`src/logic/gpt_pkg.sv`:
```
/*
  Shared constants and carrier types for the timer block: register map,
  field positions, mode and input-select codes, prescaler figures.
  Assumes a single 25 MHz clock and a plain one-cycle register port.
*/
package gpt_pkg;
  localparam int unsigned ADDR_W = 4;
  localparam int unsigned DATA_W = 16;

  // register indices on the plain port
  localparam logic [ADDR_W-1:0] ADDR_CORE2_CTRL = 4'h0;
  localparam logic [ADDR_W-1:0] ADDR_AUX_CTRL   = 4'h1;
  localparam logic [ADDR_W-1:0] ADDR_AUX_COUNT  = 4'h2;
  localparam logic [ADDR_W-1:0] ADDR_CORE2_CNT  = 4'h3;
  localparam logic [ADDR_W-1:0] ADDR_CAPTURE_RELOAD_REGISTER     = 4'h4;

  // field positions; SEL, MODE and DIR are used in both control registers, the rest in one only
  localparam int unsigned SEL_LSB = 0;
  localparam int unsigned MODE_LSB = 3;
  localparam int unsigned RUN_BIT = 6;
  localparam int unsigned DIR_BIT = 7;
  localparam int unsigned XDIR_BIT = 8;
  localparam int unsigned OTL_BIT = 10;
  localparam int unsigned BPS_LSB = 11;
  localparam int unsigned CLR_BIT = 14;
  localparam int unsigned SR_BIT = 15;

  // writable bits of the second core timer and auxiliary control words, then reset values
  localparam logic [DATA_W-1:0] CORE2_WMASK = 16'hDCFF;
  localparam logic [DATA_W-1:0] AUX_WMASK   = 16'h01FF;
  localparam logic [DATA_W-1:0] CTRL_RESET  = 16'h0000;
  localparam logic [DATA_W-1:0] CNT_RESET   = 16'h0000;

  localparam logic [2:0] MODE_TIMER   = 3'h0;
  localparam logic [2:0] MODE_COUNTER = 3'h1;
  localparam logic [2:0] MODE_INC_ROT = 3'h6;
  localparam logic [2:0] MODE_INC_EDG = 3'h7;

  localparam logic [1:0] EDGE_NONE = 2'h0;
  localparam logic [1:0] EDGE_RISE = 2'h1;
  localparam logic [1:0] EDGE_FALL = 2'h2;
  localparam logic [1:0] EDGE_ANY  = 2'h3;

  // prescaler: ratio = 2^(n + base), base from block prescaler code
  localparam logic [3:0] BPS_BASE_00 = 4'h2;
  localparam logic [3:0] BPS_BASE_01 = 4'h1;
  localparam logic [3:0] BPS_BASE_10 = 4'h4;
  localparam logic [3:0] BPS_BASE_11 = 4'h3;
  localparam int unsigned PRE_W = 11;
  localparam logic [PRE_W-1:0] PRE_ONE = 11'h001;
  localparam logic [DATA_W-1:0] CNT_ONE = 16'h0001;
  localparam logic [DATA_W-1:0] CNT_MAX = 16'hFFFF;

  typedef struct packed {
    logic              wr;
    logic              rd;
    logic [ADDR_W-1:0] addr;
    logic [DATA_W-1:0] wdata;
  } reg_req_type;

  typedef struct packed {
    logic count_pin;
    logic dir_pin;
    logic capture;
  } pins_type;
endpackage : gpt_pkg

```
`src/logic/gpt_block.sv`:
```
/*
  Timer block slice: auxiliary counter with selectable count source
  (counter and incremental-interface modes) and the second core timer
  with prescaler, toggle latch, clear-on-capture and reload.
  Assumes pins and register strobes synchronous to ref_clk.
*/
`timescale 1ns/1ns
module gpt_block (
  input  wire logic                          ref_clk,
  input  wire logic                          nrst,
  input  wire gpt_pkg::reg_req_type          req,
  input  wire gpt_pkg::pins_type             pins,
  input  wire logic                          first_core_toggle_latch,
  output logic        [gpt_pkg::DATA_W-1:0]  rdata,
  output logic                               second_core_toggle_latch,
  output logic        [gpt_pkg::DATA_W-1:0]  aux_count
);
  import gpt_pkg::*;

  typedef struct packed {
    logic [DATA_W-1:0] core2_ctrl_ff;
    logic [DATA_W-1:0] aux_ctrl_ff;
    logic [DATA_W-1:0] aux_cnt_ff;
    logic [DATA_W-1:0] core2_cnt_ff;
    logic [DATA_W-1:0] capture_reload_register_ff;
    logic [PRE_W-1:0]  pre_ff;
    logic              cnt_pin_ff;
    logic              dir_pin_ff;
    logic              otl_in_ff;
    logic [DATA_W-1:0] rdata_ff;
  } state_type;

  state_type st_ff;
  state_type nxt_st;

  logic [2:0]        aux_sel;
  logic [2:0]        aux_mode;
  logic [2:0]        core2_sel;
  logic [1:0]        bps;
  logic [3:0]        base;
  logic [4:0]        shift;
  logic [PRE_W:0]    ratio;
  logic [PRE_W-1:0]  pre_last;
  logic              core2_run;
  logic              cnt_rise;
  logic              cnt_fall;
  logic              dir_edge;
  logic              otl_rise;
  logic              otl_fall;
  logic              aux_tick;
  logic              aux_down;
  logic              core2_tick;
  logic              core2_wrap;
  logic              core2_down;

  assign aux_sel   = st_ff.aux_ctrl_ff[SEL_LSB+:3];
  assign aux_mode  = st_ff.aux_ctrl_ff[MODE_LSB+:3];
  assign core2_sel = st_ff.core2_ctrl_ff[SEL_LSB+:3];
  assign bps       = st_ff.core2_ctrl_ff[BPS_LSB+:2];
  assign core2_down = st_ff.core2_ctrl_ff[DIR_BIT];

  // edges against previous sampled value; inputs already synchronous
  assign cnt_rise = pins.count_pin & ~st_ff.cnt_pin_ff;
  assign cnt_fall = ~pins.count_pin & st_ff.cnt_pin_ff;
  assign dir_edge = pins.dir_pin ^ st_ff.dir_pin_ff;
  assign otl_rise = first_core_toggle_latch & ~st_ff.otl_in_ff;
  assign otl_fall = ~first_core_toggle_latch & st_ff.otl_in_ff;

  always_comb begin
    aux_tick = 1'b0;
    case (aux_mode)
      MODE_COUNTER: begin
        case (aux_sel[1:0])
          EDGE_NONE: aux_tick = 1'b0;
          EDGE_RISE: aux_tick = aux_sel[2] ? otl_rise : cnt_rise;
          EDGE_FALL: aux_tick = aux_sel[2] ? otl_fall : cnt_fall;
          EDGE_ANY:  aux_tick = aux_sel[2] ? (otl_rise | otl_fall)
                                           : (cnt_rise | cnt_fall);
          default:   aux_tick = 1'b0;
        endcase
      end
      MODE_INC_ROT, MODE_INC_EDG: begin
        // reserved 1XX codes treated as stop
        if (!aux_sel[2]) begin
          case (aux_sel[1:0])
            EDGE_NONE: aux_tick = 1'b0;
            EDGE_RISE: aux_tick = cnt_rise | cnt_fall;
            EDGE_FALL: aux_tick = dir_edge;
            EDGE_ANY:  aux_tick = cnt_rise | cnt_fall | dir_edge;
            default:   aux_tick = 1'b0;
          endcase
        end
      end
      default: aux_tick = 1'b0;
    endcase
  end

  // direction pin overrides software bit when enabled
  assign aux_down = st_ff.aux_ctrl_ff[XDIR_BIT] ? pins.dir_pin
                                                : st_ff.aux_ctrl_ff[DIR_BIT];

  always_comb begin
    case (bps)
      2'h0:    base = BPS_BASE_00;
      2'h1:    base = BPS_BASE_01;
      2'h2:    base = BPS_BASE_10;
      2'h3:    base = BPS_BASE_11;
      default: base = BPS_BASE_00;
    endcase
  end
  assign shift = {2'h0, core2_sel} + {1'b0, base};
  // one bit wider: the slowest ratio, 2048, does not fit the prescaler width
  assign ratio    = {1'b0, PRE_ONE} << shift;
  assign pre_last = PRE_W'(ratio - {1'b0, PRE_ONE});

  // only timer mode is implemented; reserved mode codes hold the timer
  assign core2_run  = st_ff.core2_ctrl_ff[RUN_BIT]
                    && (st_ff.core2_ctrl_ff[MODE_LSB+:3] == MODE_TIMER);
  // at or past the last count: a rate change mid-lap must not cost a full wrap
  assign core2_tick = core2_run && (st_ff.pre_ff >= pre_last);
  assign core2_wrap = core2_tick && (core2_down ? (st_ff.core2_cnt_ff == CNT_RESET)
                                                : (st_ff.core2_cnt_ff == CNT_MAX));

  always_comb begin
    nxt_st = st_ff;
    nxt_st.cnt_pin_ff = pins.count_pin;
    nxt_st.dir_pin_ff = pins.dir_pin;
    nxt_st.otl_in_ff  = first_core_toggle_latch;

    if (aux_tick) begin
      nxt_st.aux_cnt_ff = aux_down ? st_ff.aux_cnt_ff - CNT_ONE
                                   : st_ff.aux_cnt_ff + CNT_ONE;
    end

    // prescaler restarts whenever the timer is held, so a start is phase-clean
    if (!core2_run || core2_tick) begin
      nxt_st.pre_ff = '0;
    end else begin
      nxt_st.pre_ff = st_ff.pre_ff + PRE_ONE;
    end

    if (core2_tick) begin
      nxt_st.core2_cnt_ff = core2_down ? st_ff.core2_cnt_ff - CNT_ONE
                                       : st_ff.core2_cnt_ff + CNT_ONE;
    end
    if (core2_wrap) begin
      nxt_st.core2_ctrl_ff[OTL_BIT] = ~st_ff.core2_ctrl_ff[OTL_BIT];
      if (st_ff.core2_ctrl_ff[SR_BIT]) begin
        nxt_st.core2_cnt_ff = st_ff.capture_reload_register_ff;
      end
    end
    // capture clear (CLR_BIT set) wins over counting in the same cycle
    if (pins.capture) begin
      nxt_st.capture_reload_register_ff = st_ff.aux_cnt_ff;
      if (st_ff.core2_ctrl_ff[CLR_BIT]) begin
        nxt_st.core2_cnt_ff = CNT_RESET;
      end
    end

    if (req.wr) begin
      case (req.addr)
        ADDR_CORE2_CTRL: nxt_st.core2_ctrl_ff = req.wdata & CORE2_WMASK;
        ADDR_AUX_CTRL:   nxt_st.aux_ctrl_ff = req.wdata & AUX_WMASK;
        ADDR_AUX_COUNT:  nxt_st.aux_cnt_ff = req.wdata;
        ADDR_CORE2_CNT:  nxt_st.core2_cnt_ff = req.wdata;
        ADDR_CAPTURE_RELOAD_REGISTER:     nxt_st.capture_reload_register_ff = req.wdata;
        default:         nxt_st.rdata_ff = st_ff.rdata_ff;
      endcase
    end

    nxt_st.rdata_ff = '0;
    if (req.rd) begin
      case (req.addr)
        ADDR_CORE2_CTRL: nxt_st.rdata_ff = st_ff.core2_ctrl_ff;
        ADDR_AUX_CTRL:   nxt_st.rdata_ff = st_ff.aux_ctrl_ff;
        ADDR_AUX_COUNT:  nxt_st.rdata_ff = st_ff.aux_cnt_ff;
        ADDR_CORE2_CNT:  nxt_st.rdata_ff = st_ff.core2_cnt_ff;
        ADDR_CAPTURE_RELOAD_REGISTER:     nxt_st.rdata_ff = st_ff.capture_reload_register_ff;
        default:         nxt_st.rdata_ff = '0;
      endcase
    end
  end

  always_ff @(posedge ref_clk or negedge nrst) begin
    if (!nrst) begin
      st_ff <= '0;
    end else begin
      st_ff <= nxt_st;
    end
  end

  assign rdata = st_ff.rdata_ff;
  assign second_core_toggle_latch = st_ff.core2_ctrl_ff[OTL_BIT];
  assign aux_count = st_ff.aux_cnt_ff;

  a_aux_idle_zero: assert property (@(posedge ref_clk) disable iff (!nrst)
    (aux_mode == MODE_COUNTER && aux_sel[1:0] == EDGE_NONE && !req.wr)
      |=> $stable(aux_count))
    else $error("aux counter moved with no edge selected");
  a_aux_pin_rise: assert property (@(posedge ref_clk) disable iff (!nrst)
    (aux_mode == MODE_COUNTER && aux_sel == 3'h1 && cnt_rise && !req.wr)
      |=> aux_count != $past(aux_count))
    else $error("rising pin edge missed");
  a_aux_latch_fall: assert property (@(posedge ref_clk) disable iff (!nrst)
    (aux_mode == MODE_COUNTER && aux_sel == 3'h6 && otl_fall && !req.wr)
      |=> aux_count != $past(aux_count))
    else $error("falling latch edge missed");
  a_inc_stop: assert property (@(posedge ref_clk) disable iff (!nrst)
    (aux_mode == MODE_INC_ROT && aux_sel == 3'h0 && !req.wr) |=> $stable(aux_count))
    else $error("incremental stop ignored");
  a_inc_dir_edge: assert property (@(posedge ref_clk) disable iff (!nrst)
    (aux_mode == MODE_INC_EDG && aux_sel == 3'h2 && dir_edge && !req.wr)
      |=> aux_count != $past(aux_count))
    else $error("direction pin edge missed");
  a_core_stopped: assert property (@(posedge ref_clk) disable iff (!nrst)
    (!st_ff.core2_ctrl_ff[RUN_BIT] && !req.wr && !pins.capture)
      |=> $stable(st_ff.core2_cnt_ff))
    else $error("stopped timer counted");
  a_toggle_wrap: assert property (@(posedge ref_clk) disable iff (!nrst)
    (core2_wrap && !req.wr) |=> second_core_toggle_latch != $past(second_core_toggle_latch))
    else $error("latch did not toggle on wrap");
  a_capture_clear: assert property (@(posedge ref_clk) disable iff (!nrst)
    (pins.capture && st_ff.core2_ctrl_ff[CLR_BIT] && !req.wr)
      |=> st_ff.core2_cnt_ff == CNT_RESET)
    else $error("capture did not clear timer");
  a_prescale_span: assert property (@(posedge ref_clk) disable iff (!nrst)
    (core2_tick && !req.wr) |=> !core2_tick [*1])
    else $error("prescaler ticked twice in a row");
  a_aux_pin_fall: assert property (@(posedge ref_clk) disable iff (!nrst)
    (aux_mode == MODE_COUNTER && aux_sel == 3'h2 && cnt_fall && !req.wr)
      |=> aux_count != $past(aux_count))
    else $error("falling pin edge missed");
  a_aux_pin_either: assert property (@(posedge ref_clk) disable iff (!nrst)
    (aux_mode == MODE_COUNTER && aux_sel == 3'h3 && (cnt_rise || cnt_fall) && !req.wr)
      |=> aux_count != $past(aux_count))
    else $error("pin edge missed with either-edge select");
  a_aux_latch_rise: assert property (@(posedge ref_clk) disable iff (!nrst)
    (aux_mode == MODE_COUNTER && aux_sel == 3'h5 && otl_rise && !req.wr)
      |=> aux_count != $past(aux_count))
    else $error("rising latch edge missed");
  a_aux_latch_any: assert property (@(posedge ref_clk) disable iff (!nrst)
    (aux_mode == MODE_COUNTER && aux_sel == 3'h7 && (otl_rise || otl_fall) && !req.wr)
      |=> aux_count != $past(aux_count))
    else $error("latch edge missed with either-edge select");
  a_pin_single_update: assert property (@(posedge ref_clk) disable iff (!nrst)
    (aux_mode == MODE_COUNTER && aux_sel == 3'h1 && aux_tick && !req.wr)
      |=> !aux_tick)
    else $error("one pin edge counted twice");
  a_inc_pin_edge: assert property (@(posedge ref_clk) disable iff (!nrst)
    ((aux_mode == MODE_INC_ROT || aux_mode == MODE_INC_EDG) && aux_sel == 3'h1
      && (cnt_rise || cnt_fall) && !req.wr) |=> aux_count != $past(aux_count))
    else $error("count pin edge missed in incremental mode");
  a_aux_mode_idle: assert property (@(posedge ref_clk) disable iff (!nrst)
    (aux_mode != MODE_COUNTER && aux_mode != MODE_INC_ROT && aux_mode != MODE_INC_EDG
      && !req.wr) |=> $stable(aux_count))
    else $error("aux counter moved outside its counting modes");
  a_aux_dir_pin: assert property (@(posedge ref_clk) disable iff (!nrst)
    (aux_tick && st_ff.aux_ctrl_ff[XDIR_BIT] && pins.dir_pin && !req.wr)
      |=> aux_count == $past(aux_count) - CNT_ONE)
    else $error("direction pin did not count down");
  a_core_bad_mode: assert property (@(posedge ref_clk) disable iff (!nrst)
    (st_ff.core2_ctrl_ff[MODE_LSB+:3] != MODE_TIMER && !pins.capture && !req.wr)
      |=> $stable(st_ff.core2_cnt_ff))
    else $error("reserved mode moved the timer");
  a_core_up_step: assert property (@(posedge ref_clk) disable iff (!nrst)
    (core2_tick && !core2_down && !core2_wrap && !pins.capture && !req.wr)
      |=> st_ff.core2_cnt_ff == $past(st_ff.core2_cnt_ff) + CNT_ONE)
    else $error("timer did not count up");
  a_core_down_step: assert property (@(posedge ref_clk) disable iff (!nrst)
    (core2_tick && core2_down && !core2_wrap && !pins.capture && !req.wr)
      |=> st_ff.core2_cnt_ff == $past(st_ff.core2_cnt_ff) - CNT_ONE)
    else $error("timer did not count down");
  a_latch_sw_write: assert property (@(posedge ref_clk) disable iff (!nrst)
    (req.wr && req.addr == ADDR_CORE2_CTRL)
      |=> second_core_toggle_latch == $past(req.wdata[OTL_BIT]))
    else $error("latch not set by software write");
  a_reload_on_wrap: assert property (@(posedge ref_clk) disable iff (!nrst)
    (core2_wrap && st_ff.core2_ctrl_ff[SR_BIT] && !pins.capture && !req.wr)
      |=> st_ff.core2_cnt_ff == $past(st_ff.capture_reload_register_ff))
    else $error("timer not reloaded on wrap");
  a_capture_keep: assert property (@(posedge ref_clk) disable iff (!nrst)
    (pins.capture && !st_ff.core2_ctrl_ff[CLR_BIT] && !core2_tick && !req.wr)
      |=> $stable(st_ff.core2_cnt_ff))
    else $error("capture without clear moved the timer");
  a_prescale_step: assert property (@(posedge ref_clk) disable iff (!nrst)
    (core2_run && !core2_tick)
      |=> st_ff.pre_ff == $past(st_ff.pre_ff) + PRE_ONE)
    else $error("prescaler skipped a count");
endmodule : gpt_block

```
`config.mk`:
```
export PLATFORM = sky130hd
export DESIGN_NAME = gpt_block
export DESIGN_NICKNAME = d
export VERILOG_FILES = /design/src/logic/gpt_pkg.sv /design/src/logic/gpt_block.sv
export SDC_FILE = /design/constraint.sdc
export NUM_CORES = 1
export LEC_CHECK = 0
export BUFFER_PORTS_ARGS = -buffer_cell sky130_fd_sc_hd__clkbuf_2
export CAP_MARGIN = 40
export CELL_PAD_IN_SITES_DETAIL_PLACEMENT = 1
export CELL_PAD_IN_SITES_GLOBAL_PLACEMENT = 1
export CORE_MARGIN = 3
export CORE_UTILIZATION = 47
export CTS_CLUSTER_DIAMETER = 100
export DETAILED_ROUTE_END_ITERATION = 12
export PLACE_DENSITY_LB_ADDON = 0.1
export SLEW_MARGIN = 15
export SYNTH_ARGS = -nofsm -noshare
export SYNTH_HDL_FRONTEND = slang
export SYNTH_SLANG_ARGS = --single-unit
```
`constraint.sdc`:
```
create_clock -name ref_clk -period 5.4 [get_ports ref_clk]
set_input_delay 1.08 -clock ref_clk [delete_from_list [all_inputs] [get_ports ref_clk]]
set_output_delay 1.08 -clock ref_clk [all_outputs]
set_load 0.02 [all_outputs]
```
# Word level (Yosys, flattened, before mapping)
# Index checks and enable logic that the tools add are counted.
# word_totals
register_bits	100
latchBits	0
ram_bits	0
romBits	0
inputBits	28
output_inout_bits	33
word_cells	88
n_memories	0
# classes
addsub	7
multipliers	0
div_mod_pow	0
n_lt_le_gt_ge	1
eq_ne	14
shifts	1
mux	28
n_bitwise	13
reduce_logical	13
# op_table
cell	count
$mux 16	11
$pmux 16 s5	1
$mux 75	1
$add 16x1->16 const B	2
$mux 32	1
$sub 16x1->16 const B	2
$mux 11	2
$eq 16x16->1 const B	1
$logic_not 16->1	1
$pmux 4 s4	1
$add 11x1->11 const B	1
$ge 11x11->1	1
$shl 1x5->11 const A	1
$sub 11x1->11 const B	1
$mux 9	1
$eq 2x2->1 const B	4
$eq 4x2->1 const B	2
$pmux 1 s4	2
$mux 1	7
$eq 3x3->1 const B	2
$add 3x4->5	1
$not 1->1	5
$and 1x1->1	4
$eq 2x1->1 const B	2
other kinds (14)	20

# Depth between registers and ports, before layout
# logic_depth
depth_word	14
ltp_mapped	28
depth_no_buf	24

# Worst setup path before layout
# No wires, ideal clock.
# synth_path
kind	reg2reg
startpoint	register st_ff, in the netlist bps[0]
endpoint	register st_ff[59] (netlist name)
setup_time_ns	0.124
t_arrival_ns	4.749
required_ns	5.276
setup_slack_ns	0.527
path_stages_with_launch	27
path_buffers	4
synth_period_minus_slack_ns	4.873
cell_sequence	dfrtp_1 > inv_1 > ha_1 > nor2_1 > ha_1 > inv_1 > fa_1 > xor2_1 > nand2_1 > or3_1 > ha_1 > clkbuf_1 > nor3_1 > a21oi_1 > nor3_1 > a21oi_1 > ha_1 > and4_1 > o21ai_0 > o211ai_1 > a211oi_1 > or2_2 > clkbuf_1 > buf_2 > buf_2 > nor3_1 > a211o_1
# synth_lines
element	line_no	rtl
from (decl)	gpt_block.sv:33	state_type st_ff;
from (signal assigned)	gpt_block.sv:188	st_ff <= nxt_st;

==> flow_summary.yaml <==
sta:
  worst_pin_slew_ps: 871
  post-route-period-util_pct: 97.3
  max_slew_margin_pct: 41.9
  hold_viol_final: 0
  max_freq_mhz: 190
  setup_viol: 0
  post-route-min-period_ps: 5250
  finalClockSkew_ps: 14.3
  worst_slack_ps: 148
  slew_violations: 0
layout:
  antenna_cells: 0
  fin_cells: 954
  final_area_sq_um: 7610
  mostFrequentLayoutCells: "dfrtp_1, nor2_1, a21oi_1"
  area_growth_pct: 9.74
  drive_above_1_share_pct: 18.2
  nets: 852
  final_common_cell: "dfrtp_1"
critical_path:
  required_ps: 5600
  worstSetupStartpointType: "register"
  path_class: "register to register"
  reg2reg_depth: 23
  r2r_start: "bps[0]$_DFFE_PN0P_"
  r2r_end: "st_ff[60]$_DFF_PN0_"
  regToRegSetupSlack_ps: 150
  endpoint_kind: "register"
  arrival_ps: 5450
  worstPathMaxFanout: 7
yosys:
  synth-async-reset-ratio_pct: 100
  syn-num-nets: 823
  synth_edf_count: 0
  ys_types: 71
  synth.yosys.warnings: 0
  synth-main-ff-cell: "dfrtp_1"
  yosys_register_bits: 100
  ys_seq_area_share_pct: 36.1
  synth_cells: 740
  avgSynthCellArea_sq_um: 9.37
  synth_area_sq_um: 6940
job:
  maxCapViolCount: 0
grt:
  grt_pass1_wl_mm: 33.1
  grt_antenna_before_repair: 0
  grt_usage_pct: 25.6
  grt_max_degree: 59
  grt_pass1_vias: 6154
  grt_overflow: 0
detailed_routing:
  viasPerCell: 6.18
  vias: 5891
  drcViolationCount: 0
  finalWirelength_mm: 20.9
  ant_nets: 0
  dr.first_iter.drc_count: 411
  first_pass_iters: 7
  wl_per_cell_um: 22.0
power_and_ir_drop:
  powerDensity_nw_per_um2: 465
  ir_worst_vdd_v: 0.000240
  cellLeakagePower_nw: 3.63
placement:
  io_buffers: 60
  hpwl_mm: 15.4
  place.gp.congestion: 0.890
  place_area_sq_um: 7210
  dp.cells: 931
  post-place-ws_ps: -26.4
clock_tree:
  clock_latency_ps: 360
  cts_buffers: 9
  cts_root_buffer: "clkbuf_16"
  cts_hold_buf: 0
  cts_tree: "yes"
  cts_buffer_depth: 2
  cts-htree-levels: 3
  clkTransAtPathRegs_ps: 70
  clock-sinks: 100
hold_path:
  holdPathEnd: "st_ff[84]$_DFFE_PN0P_"
  min_from: "st_ff[84]$_DFFE_PN0P_"
  holdCritPathClass: "register to register"
  min_delay_path_depth: 1
floorplanning:
  rows: 43
  core_area_sq_um: 14100
  chipHeight_um: 127
  fp.dieW_um: 127
  die-area_sq_um: 16300
  start_util_pct: 49.0
  ios: 61
run_status:
  status: "complete, no violations"
-- cells in the mapped netlist (all sizes together) (15+ instances only) --
library cell  count  area (sq um)
mux2             27           304
dfrtp           100          2500
inv              28           105
nand2            56           210
a222oi           16           160
a21o             15           113
xnor2            18           158
buf              37           282
mux2i            35           350
clkbuf           23          86.3
xor2             17           149
ha               52           651
o21ai            50           250
a21oi            62           310
nor2             67           251
-- per-stage QoR --
| step | hold slack, ps | TNS, ps | total power, W | util, % |
|---|---|---|---|---|
| floorplan | 480 | 0 | 0.00237 | - |
| global placement | 491 | 0 | 0.00268 | 50.8 |
| detailed placement | 500 | -67.6 | 0.00278 | 50.9 |
| CTS | 516 | 0 | 0.00350 | 53.2 |
| global route | 539 | -31.4 | 0.00377 | 53.8 |
| finish | 515 | 0 | 0.00354 | 53.8 |
-- registers in the layout (all words and copies together) (netlist names) --
name,count
aux_mode,3
rdata,16
aux_sel,3
core2_down,1
second_core_toggle_latch,1
core2_sel,3
bps,2
st_ff,55
aux_count,16
-- final cells by class --
cell class	count	area [sq um]
multi-input cells	554	4030
repair buffers	76	430
clock inverters	6	76.3
flip-flops and latches	100	2500
fillers	1632	6540
clock buffers	10	239
well taps	180	225
inverters	28	105
-- logic make-up after synthesis --
logic type,count (synthesis),synth area share (%)
adder cells (fa/ha/maj),55,10.2
flip-flops,100,36.1
AO/OA/AOI/OAI,206,19.4
buffers and inverters,88,6.82
AND/OR/NAND/NOR,193,13.3
multiplexers,63,9.76
XOR/XNOR,35,4.42
-- per-layer routing --
metal	vias up	GRT usage, %	part of all wire (%)
met5	-	0	0
met4	0	8.20	2.1
met3	33	3.85	5.1
met2	149	41.7	48
met1	2964	35.0	45
li1	2745	-	-
-- worst max-delay path, stage by stage (launching register included) --
cell and delay [ps]:
dfrtp_1 420, inv_1 90, ha_1 200, nor2_1 120
ha_1 170, inv_1 60, fa_2 420, xor2_2 220
nand2_1 130, or3_1 370, ha_2 250, nor3_2 190
a21oi_1 60, nor3_1 140, a21oi_1 70, ha_1 300
and4_1 180, o21ai_0 70, o211ai_1 180, a211oi_4 410
or4b_4 260, nand2_1 100, buf_4 220, o311ai_0 460
-- report_power, final --
group | switching (W) | internal, W | leakage (nW)
Clock | 0.000311 | 0.000381 | 0.156
Sequential | 0.000278 | 0.000929 | 1.27
Combinational | 0.000938 | 0.000700 | 2.21
Total | 0.00153 | 0.00201 | 3.63
-- worst max path at each step --
stage                             from                   to  slack, ps  depth (start not counted)
floorplan           bps[0]$_DFFE_PN0P_  st_ff[59]$_DFF_PN0_        530                         26
global placement    bps[0]$_DFFE_PN0P_  st_ff[59]$_DFF_PN0_        310                         23
detailed placement  bps[0]$_DFFE_PN0P_  st_ff[60]$_DFF_PN0_        -30                         23
CTS                 bps[1]$_DFFE_PN0P_  st_ff[60]$_DFF_PN0_         10                         22
global route        bps[0]$_DFFE_PN0P_  st_ff[60]$_DFF_PN0_        -20                         23
finish              bps[0]$_DFFE_PN0P_  st_ff[60]$_DFF_PN0_        150                         23
-- timing repair --
item / 4_1_cts / 5_1_grt
resized for setup: 1 / 8
hold endpoints to repair: 0 / 0
gates cloned: 0 / 2
pin swaps: 0 / 4
setup buffers: 0 / 5
endpoints found under the setup margin: 7 / 17
Power figures use the tool's default switching activity.
